--- src/hdl/otl_map.svh ---
// Offsets, field positions, reset values and timing counts of the option trim loader.
// Assumes inclusion by its bare name from the design file.
`ifndef OTL_MAP_SVH
`define OTL_MAP_SVH

`define OTL_TRIM_INDEX_OFS 12'hff6
`define OTL_TRIM_VALUE_OFS 12'hff7
`define OTL_INDEX_RST 8'h00
`define OTL_VALUE_RST 8'h00
`define OTL_LOAD_READS 43
`define OTL_TRIM_COUNT 32
`define OTL_TRIM_BASE 6'h20
`define OTL_USER_BYTES 2
`define OTL_BIT_WDT_ACTION 7
`define OTL_BIT_WDT_FORCED 6
`define OTL_BIT_OSC_HI 5
`define OTL_BIT_OSC_LO 4
`define OTL_BIT_BO_KEEP 3
`define OTL_BIT_READ_PROT 2
`define OTL_BIT_WRITE_PROT 0
`define OTL_ERASED_BYTE 8'hff

`endif

--- src/hdl/otl_pkg.sv ---
// Types shared by the option trim loader.
// Assumes nothing beyond the map header.
package otl_pkg;

   typedef enum logic [1:0] {
      OTL_OSC_RC = 2'b00,
      OTL_OSC_LOW = 2'b01,
      OTL_OSC_MED = 2'b10,
      OTL_OSC_HIGH = 2'b11
   } otl_osc_e;

   typedef struct packed {
      logic watchdog_timeout_action;
      logic watchdog_forced_on;
      otl_osc_e oscillator_drive_select;
      logic brownout_stop_keepalive;
      logic code_read_protect;
      logic code_write_protect;
   } otl_opts_s;

   typedef enum logic [1:0] {
      OTL_ST_IDLE = 2'b00,
      OTL_ST_LOAD = 2'b01,
      OTL_ST_DONE = 2'b11
   } otl_state_e;

endpackage : otl_pkg

--- src/hdl/otl_loader.sv ---
// Option trim loader: reads option bytes from flash during reset, holds the
// hidden option registers and the working trim bytes, and offers trim access
// over an AXI4-Lite slave.
// Assumes the flash array answers a read in the cycle after its address,
// and that the core is held in reset until o_load_done is high.
// Trim bytes beyond the load window start unknown until software writes them.
//
// Notes on behaviour
// - New option values take effect only through the load at the next reset.
// - Every reset, system or stop recovery, reloads option bytes from flash.
// - Load completes and drives outputs before the core leaves reset.
// - Option registers are not software visible; bus accesses never touch them.
// - User option bytes come from program addresses zero and one.
// - Factory trim bytes live in the information page.
// - Software trim writes only change volatile copies; next load restores flash for trim bytes 00h-0Ah only.
// - Index write then data write replaces the indexed working trim byte.
// - Index write then data read returns the indexed working trim byte.
// - Trim index 00h-1Fh selects information bytes 20h-3Fh.
// - No other information byte is reachable through index and data.
// - Reset load does 43 reads; six counter bits form the low address.
// - Option registers capture flash data selected by the counter, 43 bytes max.
// - First two bytes from program memory, the rest from information area.
// - Trim index: 8-bit read-write at FF6h, reset zero.
// - Trim value: 8-bit read-write at FF7h, reset zero.
// - Option bit 7: watchdog timeout action, 0 interrupt, 1 reset.
// - Option bit 6: 0 watchdog forced on from power-up, 1 armed by instruction.
// - Option bits 5:4: oscillator drive select, 11 erased default.
// - Option bit 3: 0 brown-out off in stop, 1 kept on.
// - Option bit 2: 0 protects code and limits debug, 1 open.
// - Option bit 0: 0 blocks user program and erase, 1 allows them.
`timescale 1ns/100ps
`include "otl_map.svh"

module otl_loader #(
   parameter int ADDR_W = 14,
   parameter int FLASH_AW = 16
) (
   input wire logic i_mclk,
   input wire logic i_rst,
   input wire logic i_stop_recovery,
   // Flash read port
   output logic [FLASH_AW-1:0] o_flash_addr,
   output logic o_flash_info_sel,
   output logic o_flash_rd,
   input wire logic [7:0] i_flash_data,
   // Option outputs
   output otl_pkg::otl_opts_s o_opts,
   output logic o_load_done,
   output logic [255:0] o_trim_bytes,
   // AXI4-Lite slave
   input wire logic [ADDR_W-1:0] i_awaddr,
   input wire logic i_awvalid,
   output logic o_awready,
   input wire logic [31:0] i_wdata,
   input wire logic [3:0] i_wstrb,
   input wire logic i_wvalid,
   output logic o_wready,
   output logic [1:0] o_bresp,
   output logic o_bvalid,
   input wire logic i_bready,
   input wire logic [ADDR_W-1:0] i_araddr,
   input wire logic i_arvalid,
   output logic o_arready,
   output logic [31:0] o_rdata,
   output logic [1:0] o_rresp,
   output logic o_rvalid,
   input wire logic i_rready
);

   // Register word index times four must fit the bus address
   if (ADDR_W < 14) begin : g_bad_addr_w
      $error("otl_loader: ADDR_W below 14");
   end

   // The six-bit load counter forms the low flash address bits
   if (FLASH_AW < 6) begin : g_bad_flash_aw
      $error("otl_loader: FLASH_AW below 6");
   end

   // Load length must fit the six-bit counter and reach the trim window
   if (`OTL_LOAD_READS > 64 || `OTL_LOAD_READS <= `OTL_TRIM_BASE) begin : g_bad_reads
      $error("otl_loader: load length does not fit the counter");
   end

   // Working bytes are selected by five index bits
   if (`OTL_TRIM_COUNT != 32) begin : g_bad_trims
      $error("otl_loader: trim count must be 32");
   end

   //--------------------------------------------------------------
   // Loader state
   //--------------------------------------------------------------
   localparam logic [5:0] LAST_CNT = 6'(`OTL_LOAD_READS - 1);

   otl_pkg::otl_state_e state_reg, state_next;
   logic [5:0] cnt_reg, cnt_next;
   logic cap_reg, cap_next;
   logic [5:0] cap_addr_reg, cap_addr_next;
   logic [7:0] opt0_reg, opt0_next;
   logic [7:0] opt1_reg, opt1_next;
   otl_pkg::otl_opts_s opts_reg, opts_next;
   logic [7:0] trim_reg [`OTL_TRIM_COUNT];
   logic [7:0] trim_next [`OTL_TRIM_COUNT];
   logic [7:0] index_reg, index_next;
   logic [7:0] value_reg, value_next;

   // Stop recovery is a second reload trigger; pin input synchronised first
   logic stop_m_reg, stop_s_reg, stop_d_reg;
   logic reload;

   always_ff @(posedge i_mclk) begin
      if (i_rst) begin
         stop_m_reg <= 1'b0;
         stop_s_reg <= 1'b0;
         stop_d_reg <= 1'b0;
      end else begin
         stop_m_reg <= i_stop_recovery;
         stop_s_reg <= stop_m_reg;
         stop_d_reg <= stop_s_reg;
      end
   end

   // An edge that arrives mid-load is dropped; that load already refreshes everything
   assign reload = stop_s_reg & ~stop_d_reg;

   // Counter selects program bytes 0..1 then information bytes 2..42
   function automatic logic is_user(input logic [5:0] a);
      is_user = a < 6'(`OTL_USER_BYTES);
   endfunction : is_user

   // Erased option bits mean the safe defaults; three bits are active low
   function automatic otl_pkg::otl_opts_s opts_of(input logic [7:0] b);
      opts_of.watchdog_timeout_action = b[`OTL_BIT_WDT_ACTION];
      opts_of.watchdog_forced_on = ~b[`OTL_BIT_WDT_FORCED];
      opts_of.oscillator_drive_select =
         otl_pkg::otl_osc_e'(b[`OTL_BIT_OSC_HI:`OTL_BIT_OSC_LO]);
      opts_of.brownout_stop_keepalive = b[`OTL_BIT_BO_KEEP];
      opts_of.code_read_protect = ~b[`OTL_BIT_READ_PROT];
      opts_of.code_write_protect = ~b[`OTL_BIT_WRITE_PROT];
   endfunction : opts_of

   //--------------------------------------------------------------
   // AXI4-Lite state
   //--------------------------------------------------------------
   logic aw_reg, aw_next;
   logic [ADDR_W-1:0] awa_reg, awa_next;
   logic w_reg, w_next;
   logic [7:0] wd_reg, wd_next;
   logic wst_reg, wst_next;
   logic bv_reg, bv_next;
   logic [1:0] br_reg, br_next;
   logic rv_reg, rv_next;
   logic [31:0] rd_reg, rd_next;
   logic [1:0] rr_reg, rr_next;

   // Each register takes one word; its byte address is four times its offset
   function automatic logic [1:0] decode(input logic [ADDR_W-1:0] a);
      decode = 2'd0;
      if (a[1:0] == 2'b00) begin
         if (a[ADDR_W-1:2] == (ADDR_W-2)'(`OTL_TRIM_INDEX_OFS)) begin
            decode = 2'd1;
         end else if (a[ADDR_W-1:2] == (ADDR_W-2)'(`OTL_TRIM_VALUE_OFS)) begin
            decode = 2'd2;
         end
      end
   endfunction : decode

   logic do_wr, do_rd;
   logic [1:0] wsel, rsel;
   logic idx_ok;

   // Bus stays shut until the last captured byte has landed
   assign o_awready = ~aw_reg & ~bv_reg & o_load_done;
   assign o_wready = ~w_reg & ~bv_reg & o_load_done;
   assign o_arready = ~rv_reg & o_load_done;
   assign do_wr = aw_reg & w_reg & ~bv_reg;
   assign do_rd = i_arvalid & o_arready;
   assign wsel = decode(awa_reg);
   assign rsel = decode(i_araddr);
   assign idx_ok = index_reg < 8'(`OTL_TRIM_COUNT);

   //--------------------------------------------------------------
   // Next state
   //--------------------------------------------------------------
   always_comb begin
      state_next = state_reg;
      cnt_next = cnt_reg;
      cap_next = 1'b0;
      cap_addr_next = cnt_reg;
      opt0_next = opt0_reg;
      opt1_next = opt1_reg;
      unique case (state_reg)
         otl_pkg::OTL_ST_IDLE: begin
            state_next = otl_pkg::OTL_ST_LOAD;
            cnt_next = 6'h00;
         end
         otl_pkg::OTL_ST_LOAD: begin
            cap_next = 1'b1;
            if (cnt_reg == LAST_CNT) begin
               state_next = otl_pkg::OTL_ST_DONE;
            end else begin
               cnt_next = cnt_reg + 6'h01;
            end
         end
         otl_pkg::OTL_ST_DONE: begin
            if (reload) begin
               state_next = otl_pkg::OTL_ST_LOAD;
               cnt_next = 6'h00;
            end
         end
         default: state_next = otl_pkg::OTL_ST_IDLE;
      endcase
      // Capture lands one cycle after each address, on the matching counter value
      if (cap_reg) begin
         if (cap_addr_reg == 6'h00) begin
            opt0_next = i_flash_data;
         end else if (cap_addr_reg == 6'h01) begin
            opt1_next = i_flash_data;
         end
      end
      opts_next = opts_of(opt0_next);
   end

   //--------------------------------------------------------------
   // Trim and bus next state
   //--------------------------------------------------------------
   always_comb begin
      trim_next = trim_reg;
      index_next = index_reg;
      value_next = value_reg;
      aw_next = aw_reg;
      awa_next = awa_reg;
      w_next = w_reg;
      wd_next = wd_reg;
      wst_next = wst_reg;
      bv_next = bv_reg;
      br_next = br_reg;
      rv_next = rv_reg;
      rd_next = rd_reg;
      rr_next = rr_reg;
      // Only eleven trim bytes lie inside the 43-read window; the rest keep software values
      if (cap_reg && cap_addr_reg >= `OTL_TRIM_BASE) begin
         trim_next[cap_addr_reg[4:0]] = i_flash_data;
      end
      // Write channel: address and data taken in either order
      if (i_awvalid && o_awready) begin
         aw_next = 1'b1;
         awa_next = i_awaddr;
      end
      if (i_wvalid && o_wready) begin
         w_next = 1'b1;
         wd_next = i_wdata[7:0];
         wst_next = i_wstrb[0];
      end
      if (do_wr) begin
         aw_next = 1'b0;
         w_next = 1'b0;
         bv_next = 1'b1;
         // Unmapped offsets answer with a slave error and change nothing
         br_next = (wsel == 2'd0) ? 2'b10 : 2'b00;
         if (wst_reg && wsel == 2'd1) begin
            index_next = wd_reg;
         end
         if (wst_reg && wsel == 2'd2) begin
            value_next = wd_reg;
            if (idx_ok) begin
               trim_next[index_reg[4:0]] = wd_reg;
            end
         end
      end
      if (bv_reg && i_bready) begin
         bv_next = 1'b0;
      end
      if (do_rd) begin
         rv_next = 1'b1;
         rr_next = (rsel == 2'd0) ? 2'b10 : 2'b00;
         unique case (rsel)
            2'd1: rd_next = {24'h00_0000, index_reg};
            2'd2: rd_next = {24'h00_0000, idx_ok ? trim_reg[index_reg[4:0]] : 8'h00};
            default: rd_next = 32'h0000_0000;
         endcase
      end else if (rv_reg && i_rready) begin
         rv_next = 1'b0;
      end
   end

   //--------------------------------------------------------------
   // Registers
   //--------------------------------------------------------------
   always_ff @(posedge i_mclk) begin
      if (i_rst) begin
         state_reg <= otl_pkg::OTL_ST_IDLE;
         cnt_reg <= 6'h00;
         cap_reg <= 1'b0;
         cap_addr_reg <= 6'h00;
         opt0_reg <= `OTL_ERASED_BYTE;
         opt1_reg <= `OTL_ERASED_BYTE;
         opts_reg <= opts_of(`OTL_ERASED_BYTE);
      end else begin
         state_reg <= state_next;
         cnt_reg <= cnt_next;
         cap_reg <= cap_next;
         cap_addr_reg <= cap_addr_next;
         opt0_reg <= opt0_next;
         opts_reg <= opts_next;
         opt1_reg <= opt1_next;
      end
   end

   //--------------------------------------------------------------
   // Trim index and bus registers
   //--------------------------------------------------------------
   always_ff @(posedge i_mclk) begin
      if (i_rst) begin
         index_reg <= `OTL_INDEX_RST;
         value_reg <= `OTL_VALUE_RST;
         aw_reg <= 1'b0;
         awa_reg <= '0;
         w_reg <= 1'b0;
         wd_reg <= 8'h00;
         wst_reg <= 1'b0;
         bv_reg <= 1'b0;
         br_reg <= 2'b00;
         rv_reg <= 1'b0;
         rd_reg <= 32'h0000_0000;
         rr_reg <= 2'b00;
      end else begin
         index_reg <= index_next;
         value_reg <= value_next;
         aw_reg <= aw_next;
         awa_reg <= awa_next;
         w_reg <= w_next;
         wd_reg <= wd_next;
         wst_reg <= wst_next;
         bv_reg <= bv_next;
         br_reg <= br_next;
         rv_reg <= rv_next;
         rd_reg <= rd_next;
         rr_reg <= rr_next;
      end
   end

   // Working trim copies keep their value through reset; only the load refreshes them
   always_ff @(posedge i_mclk) begin
      trim_reg <= trim_next;
   end

   //--------------------------------------------------------------
   // Outputs
   //--------------------------------------------------------------
   // Options change only by the reset load, never while running
   logic in_load;
   assign in_load = (state_reg != otl_pkg::OTL_ST_DONE) | cap_reg;

   assign o_opts = opts_reg;

   assign o_load_done = ~in_load;
   assign o_flash_addr = {{(FLASH_AW-6){1'b0}}, cnt_reg};
   assign o_flash_info_sel = ~is_user(cnt_reg);
   assign o_flash_rd = (state_reg == otl_pkg::OTL_ST_LOAD);

   genvar g;
   generate
      for (g = 0; g < `OTL_TRIM_COUNT; g++) begin : g_trim
         assign o_trim_bytes[g*8 +: 8] = trim_reg[g];
      end
   endgenerate

   assign o_bvalid = bv_reg;
   assign o_bresp = br_reg;
   assign o_rvalid = rv_reg;
   assign o_rdata = rd_reg;
   assign o_rresp = rr_reg;

endmodule : otl_loader

--- config.mk ---
export PLATFORM = sky130hd
export DESIGN_NAME = otl_loader
export DESIGN_NICKNAME = d
export VERILOG_FILES = /design/src/hdl/otl_pkg.sv /design/src/hdl/otl_loader.sv
export VERILOG_INCLUDE_DIRS = /design/src /design/src/hdl
export SDC_FILE = /design/constraint.sdc
export NUM_CORES = 1
export LEC_CHECK = 0
export ABC_AREA = 1
export BUFFER_PORTS_ARGS = -buffer_cell sky130_fd_sc_hd__buf_4
export CAP_MARGIN = 10
export CELL_PAD_IN_SITES_DETAIL_PLACEMENT = 1
export CELL_PAD_IN_SITES_GLOBAL_PLACEMENT = 2
export CORE_ASPECT_RATIO = 0.8
export CORE_MARGIN = 2
export CORE_UTILIZATION = 28
export DETAILED_ROUTE_END_ITERATION = 7
export PLACE_DENSITY_LB_ADDON = 0.3
export SLEW_MARGIN = 20
export SYNTH_ARGS = -nofsm -noshare
export SYNTH_HDL_FRONTEND = slang
export SYNTH_SLANG_ARGS = --single-unit
--- constraint.sdc ---
create_clock -name i_mclk -period 2.35 [get_ports i_mclk]
set_input_delay 0.235 -clock i_mclk [delete_from_list [all_inputs] [get_ports i_mclk]]
set_output_delay 0.235 -clock i_mclk [all_outputs]
set_load 0.005 [all_outputs]
### Word level (Yosys, flattened, before mapping)

Cells that the tools add are included.

* register bits: 360
* output and inout bits: 323
* input port bits: 80
* logic and storage cells: 160

* $add $sub $neg: 1
* multiplexer cells: 34
* reductions and logical operators: 23
* bitwise logic cells: 22
* equality and inequality tests: 15
* order comparisons: 7

Operators with widths (number)
* 2-to-1 mux 256 bit: 4
* bitwise mux 256 bit: 2
* demux 8 bit (select 5 bit): 2
* 2-to-1 mux 8 bit: 7
* == test 12 bit (second input constant): 4
* binary-select mux 8 bit (select 5 bit): 1
* 2-to-1 mux 2 bit: 10
* >= comparator 6 bit (second input constant): 3
* case mux 6 bit (3 select lines): 1
* case mux 8 bit (2 select lines): 1
* less-than comparator 6 x 1 -> 1 bit (second input constant): 2
* 2-to-1 mux 6 bit: 2
* NOT 5 -> 6 bit: 2
* logical NOT 2 bit: 5
* NOT 1 bit: 10
* bitwise AND 1 bit: 9
* logical AND 1 bit: 9
* less-than comparator 8 x 6 -> 1 bit (second input constant): 1
* adder 6 x 1 -> 6 bit (second input constant): 1
* == test 2 x 1 -> 1 bit (second input constant): 3
* == test 2 bit (second input constant): 3
* == test 6 bit (second input constant): 1
* logical NOT 6 bit: 1
* less-than comparator 6 x 2 -> 1 bit (second input constant): 1
* other kinds (10): 17

### Logic depth before layout (Yosys ltp)

* word-level depth: 11
* depth in mapped cells: 14
* mapped depth without buffers: 12

### Least setup slack after synthesis

OpenSTA, ideal clock, no wires.

* path type: input to register
* from: in i_araddr[1]
* to: reg rd_reg[7], in the netlist o_rdata[7]
* buffers on the path: 0
* path slack: 570 ps
* data required time: 2279 ps
* stages: 7
* setup time: 71 ps
* arrival: 1709 ps
* path through: or2_2 nor4_1 inv_1 ha_1 nor2_1 nand2_1 a21oi_1

* word-level cells in the longest chain between the ends: 4
* elaborated cells on any way between the ends: 5
* those cells by class: eq/ne: 2; mux: 2; reduce/logical: 1

RTL lines
* start, declared: RTL line otl_loader.sv:61 `input wire logic [ADDR_W-1:0] i_araddr,`
* logical NOT 2 bit *: RTL line otl_loader.sv:159 `if (a[1:0] == 2'b00) begin`
* 2-to-1 mux 2 bit *: RTL line otl_loader.sv:159
* == test 2 bit or == test 2 x 1 -> 1 bit (tied branches): RTL line otl_loader.sv:277 `unique case (rsel)`
* case mux 8 bit (2 select lines) *: RTL line otl_loader.sv:277
* end signal, assigned: RTL line otl_loader.sv:338 `rd_reg <= rd_next;`
* end, declared: RTL line otl_loader.sv:153 `logic [31:0] rd_reg, rd_next;`

Every way passes the cells marked *; elsewhere a longest branch is shown, timed or not.
A chain may end at the register's enable or synchronous reset.

==> impl_metrics.sql <==
INSERT INTO impl_metrics (metric_group, metric, value, unit) VALUES
('outcome', 'outcome', 'finished, final reports clean', ''),
('clock_tree', 'cts-buffers-inserted', '41', ''),
('timing', 'worst_clock_skew', '0.03359', 'ns'),
('cells_and_area', 'antenna_cells_inserted', '0', ''),
('clock_tree', 'tritoncts', 'yes', ''),
('floorplan', 'floorplan.initialDensity', '28.39', '%'),
('placed_design', 'port_buffers', '339', ''),
('logic_synthesis', 'synth.ff_latch_count', '329', ''),
('drt', 'drt-initial-drc-count', '1416', ''),
('placed_design', 'placement.cell_area', '0.01995', 'mm²'),
('floorplan', 'standard_cell_rows', '79', ''),
('timing', 'rsz0062_at_grt', 'yes', ''),
('drt', 'detailroute.wirelength.met3', '4567', 'µm'),
('cells_and_area', 'layout.core_utilization', '37.51', '%'),
('pwr', 'power.ir.vdd_worst', '0.3531', 'mV'),
('floorplan', 'floorplan.die.width', '275.7', 'µm'),
('drt', 'wl_per_cell', '22.66', 'µm'),
('logic_synthesis', 'synthesis.area_per_instance', '6.329', 'µm²'),
('drt', 'wl_met1', '38170', 'µm'),
('global_route', 'overflow', '0', ''),
('drt', 'detailroute.wirelength.met2', '39640', 'µm'),
('global_route', 'vias_in_the_first_global_route', '19110', ''),
('logic_synthesis', 'synthCells', '2612', ''),
('timing', 'worst_slew_pin_slew', '0.6948', 'ns'),
('clock_tree', 'clkSlewWorstSetupHoldPaths', '0.06', 'ns'),
('logic_synthesis', 'netlist.area_leader.share', '39.84', '%'),
('drt', 'drtAntennaViolNets', '0', ''),
('floorplan', 'io_pins', '403', ''),
('global_route', 'grtUsageTotal', '27.02', '%'),
('clock_tree', 'clock_root_buffer', 'sky130_fd_sc_hd__clkbuf_16', ''),
('timing', 'final-max-slew-violation-count', '0', ''),
('cells_and_area', 'post_route_cells_drive_above_1_share', '18.75', '%'),
('clock_tree', 'htreeDepth', '2', ''),
('timing', 'tns', '0', 'ns'),
('floorplan', 'placeableCoreArea', '0.05822', 'mm²'),
('clock_tree', 'cts.repair_timing.setup_buffer_count', '0', ''),
('logic_synthesis', 'yosys.area.top_type', 'sky130_fd_sc_hd__dfxtp_1', ''),
('pwr', 'power-per-cell-area', '590.8', 'mW/mm²'),
('logic_synthesis', 'synth-main-ff-cell', 'sky130_fd_sc_hd__dfxtp_1', ''),
('logic_synthesis', 'synth-seq-area-share', '39.84', '%'),
('drt', 'post-route-drc-count', '0', ''),
('floorplan', 'chip_height', '221.3', 'µm'),
('logic_synthesis', 'synth_edf_count', '0', ''),
('worst_setup_path', 'crit_path_max_fanout', '16', ''),
('floorplan', 'fp.dieArea', '0.06101', 'mm²'),
('logic_synthesis', 'synth.lib_cells_used.distinct', '30', ''),
('placed_design', 'gp_routability_congestion', '0.8639', ''),
('drt', 'route.vias.total', '19170', ''),
('drt', 'finalWirelength', '84710', 'µm'),
('logic_synthesis', 'synth_top_cells_by_count', 'sky130_fd_sc_hd__nand2_1, sky130_fd_sc_hd__o21ai_0, sky130_fd_sc_hd__dfxtp_1', ''),
('logic_synthesis', 'ys_async_sr_fraction', '0', '%'),
('drt', 'first_pass_iters', '5', ''),
('timing', 'finalHoldWorstSlack', '0.03520', 'ns'),
('timing', 'period_minus_slack', '2.206', 'ns'),
('cells_and_area', 'area_delta_synth_final', '32.12', '%'),
('worst_setup_path', 'timing_worst_setup_path_type', 'reg -> reg', ''),
('timing', 'setup_slack_after_layout', '0.1436', 'ns'),
('logic_synthesis', 'yosys_synthesis_warning_count', '0', ''),
('logic_synthesis', 'synth_most_common_cell', 'sky130_fd_sc_hd__nand2_1', ''),
('worst_setup_path', 'cp.arrival', '2.63', 'ns'),
('drt', 'post_drt_via_cell_ratio', '5.127', ''),
('timing', 'max-slew-margin-rel', '53.55', '%'),
('drt', 'dr.max_layer_used', 'met4', ''),
('worst_setup_path', 'cp.required', '2.78', 'ns'),
('cells_and_area', 'fin_area', '0.02184', 'mm²'),
('worst_setup_path', 'critical_path.endpoint_type', 'flip-flop', ''),
('placed_design', 'pre_cts_worst_setup_slack', '-0.09169', 'ns'),
('timing', 'timing.final.setup_violations', '0', ''),
('clock_tree', 'clock_tree.buffer_depth', '3', ''),
('cells_and_area', 'num-nets-final', '3024', ''),
('cells_and_area', 'max_ffs_per_register', '256', '');
-- repair_timing --
item | 4_1_cts | 5_1_grt
setup endpoints to repair | 30 | 260
resized for setup | 2 | 35
endpoints found under the hold margin | 28 | 0
pin swaps | 0 | 0
hold buffers | 36 | 0
-- worst max-delay path, stage by stage, from the launching register on --
cell and delay [ns]:
sky130_fd_sc_hd__dfxtp_1 0.33, sky130_fd_sc_hd__nand4_1 0.22, sky130_fd_sc_hd__nor2_1 0.16, sky130_fd_sc_hd__nand3_1 0.12, sky130_fd_sc_hd__nor2_2 0.17, sky130_fd_sc_hd__nand2_4 0.17
sky130_fd_sc_hd__nor2_2 0.32, sky130_fd_sc_hd__nand2_2 0.29, sky130_fd_sc_hd__nand2_1 0.13, sky130_fd_sc_hd__o21ai_0 0.11
-- layout make-up --
| class | count | area (µm²) | share of cell area (%) |
|---|---|---|---|
| clock buffer | 62 | 1279 | 5.855 |
| clock inverter | 12 | 147.6 | 0.6760 |
| inverter | 71 | 266.5 | 1.220 |
| multi-input combinational | 2030 | 8891 | 40.71 |
| sequential | 329 | 6591 | 30.18 |
| tap | 769 | 962.2 | 4.405 |
| timing repair buffer | 466 | 3704 | 16.96 |
-- metal layers --
metal  GRT usage (%)  up-vias
met3           3.429      117
met1           36.57     9427
met5               0        -
li1                -     9071
met4           8.160        0
met2           44.55      554
-- per-stage QoR --
step | power (W) | cells
finish | 0.01290 | 3739
global route | 0.01327 | 3739
detailed placement | 0.006198 | 3629
global placement | 0.006188 | 3629
floorplan | 0.005986 | 2647
CTS | 0.01302 | 3739
-- path summary, 6_finish.rpt --
check	slack, ns	end	from	cells past startpoint
worst min register to register	0.41	stop_s_reg	stop_m_reg	2
worst max-delay path	0.14	o_trim_bytes[151]	awa_reg[9]	9
worst max register to register	0.14	o_trim_bytes[151]	awa_reg[9]	9
worst min-delay path	0.04	awa_reg[10]	i_awvalid	3
-- kinds of logic (layout without fill, tap and decap cells) --
group	after synthesis	count (layout)	share of synthesized area, %
simple gates	1444	1444	35.30
compound gates	545	545	16.74
flops	329	329	39.84
buf+inv	288	611	7.713
fa+ha+maj	5	5	0.3784
other cells	1	36	0.02268
-- power breakdown --
group	total (W)	internal, W	switching, W
combinational	0.000452	0.000182	0.000270
clock	0.00679	0.00409	0.00270
sequential	0.00567	0.00562	0.0000426
total	0.0129	0.00989	0.00301
-- placed cells by master (no fill, tap or decap), types with 3 or more instances in the layout --
| cell | instances |
|---|---|
| sky130_fd_sc_hd__nor2_1 | 50 |
| sky130_fd_sc_hd__buf_12 | 8 |
| sky130_fd_sc_hd__nand2_2 | 32 |
| sky130_fd_sc_hd__buf_4 | 418 |
| sky130_fd_sc_hd__o21ai_1 | 40 |
| sky130_fd_sc_hd__a21oi_1 | 54 |
| sky130_fd_sc_hd__inv_2 | 3 |
| sky130_fd_sc_hd__nor4_1 | 4 |
| sky130_fd_sc_hd__nor3_1 | 15 |
| sky130_fd_sc_hd__conb_1 | 36 |
| sky130_fd_sc_hd__ha_1 | 5 |
| sky130_fd_sc_hd__clkbuf_16 | 44 |
| sky130_fd_sc_hd__nand3_1 | 167 |
| sky130_fd_sc_hd__nor3_2 | 7 |
| sky130_fd_sc_hd__dlygate4sd3_1 | 36 |
| sky130_fd_sc_hd__nor2_2 | 11 |
| sky130_fd_sc_hd__clkbuf_8 | 11 |
| sky130_fd_sc_hd__o21ai_0 | 435 |
| sky130_fd_sc_hd__clkinv_2 | 5 |
| sky130_fd_sc_hd__bufinv_16 | 3 |
| sky130_fd_sc_hd__nand4_1 | 20 |
| sky130_fd_sc_hd__inv_1 | 68 |
| sky130_fd_sc_hd__a211oi_1 | 7 |
| sky130_fd_sc_hd__nand2_1 | 1129 |
| sky130_fd_sc_hd__buf_6 | 4 |
| sky130_fd_sc_hd__dfxtp_1 | 327 |
| sky130_fd_sc_hd__clkbuf_1 | 7 |
| sky130_fd_sc_hd__o211ai_1 | 7 |
No activity file was read; power rests on OpenSTA's default activity.
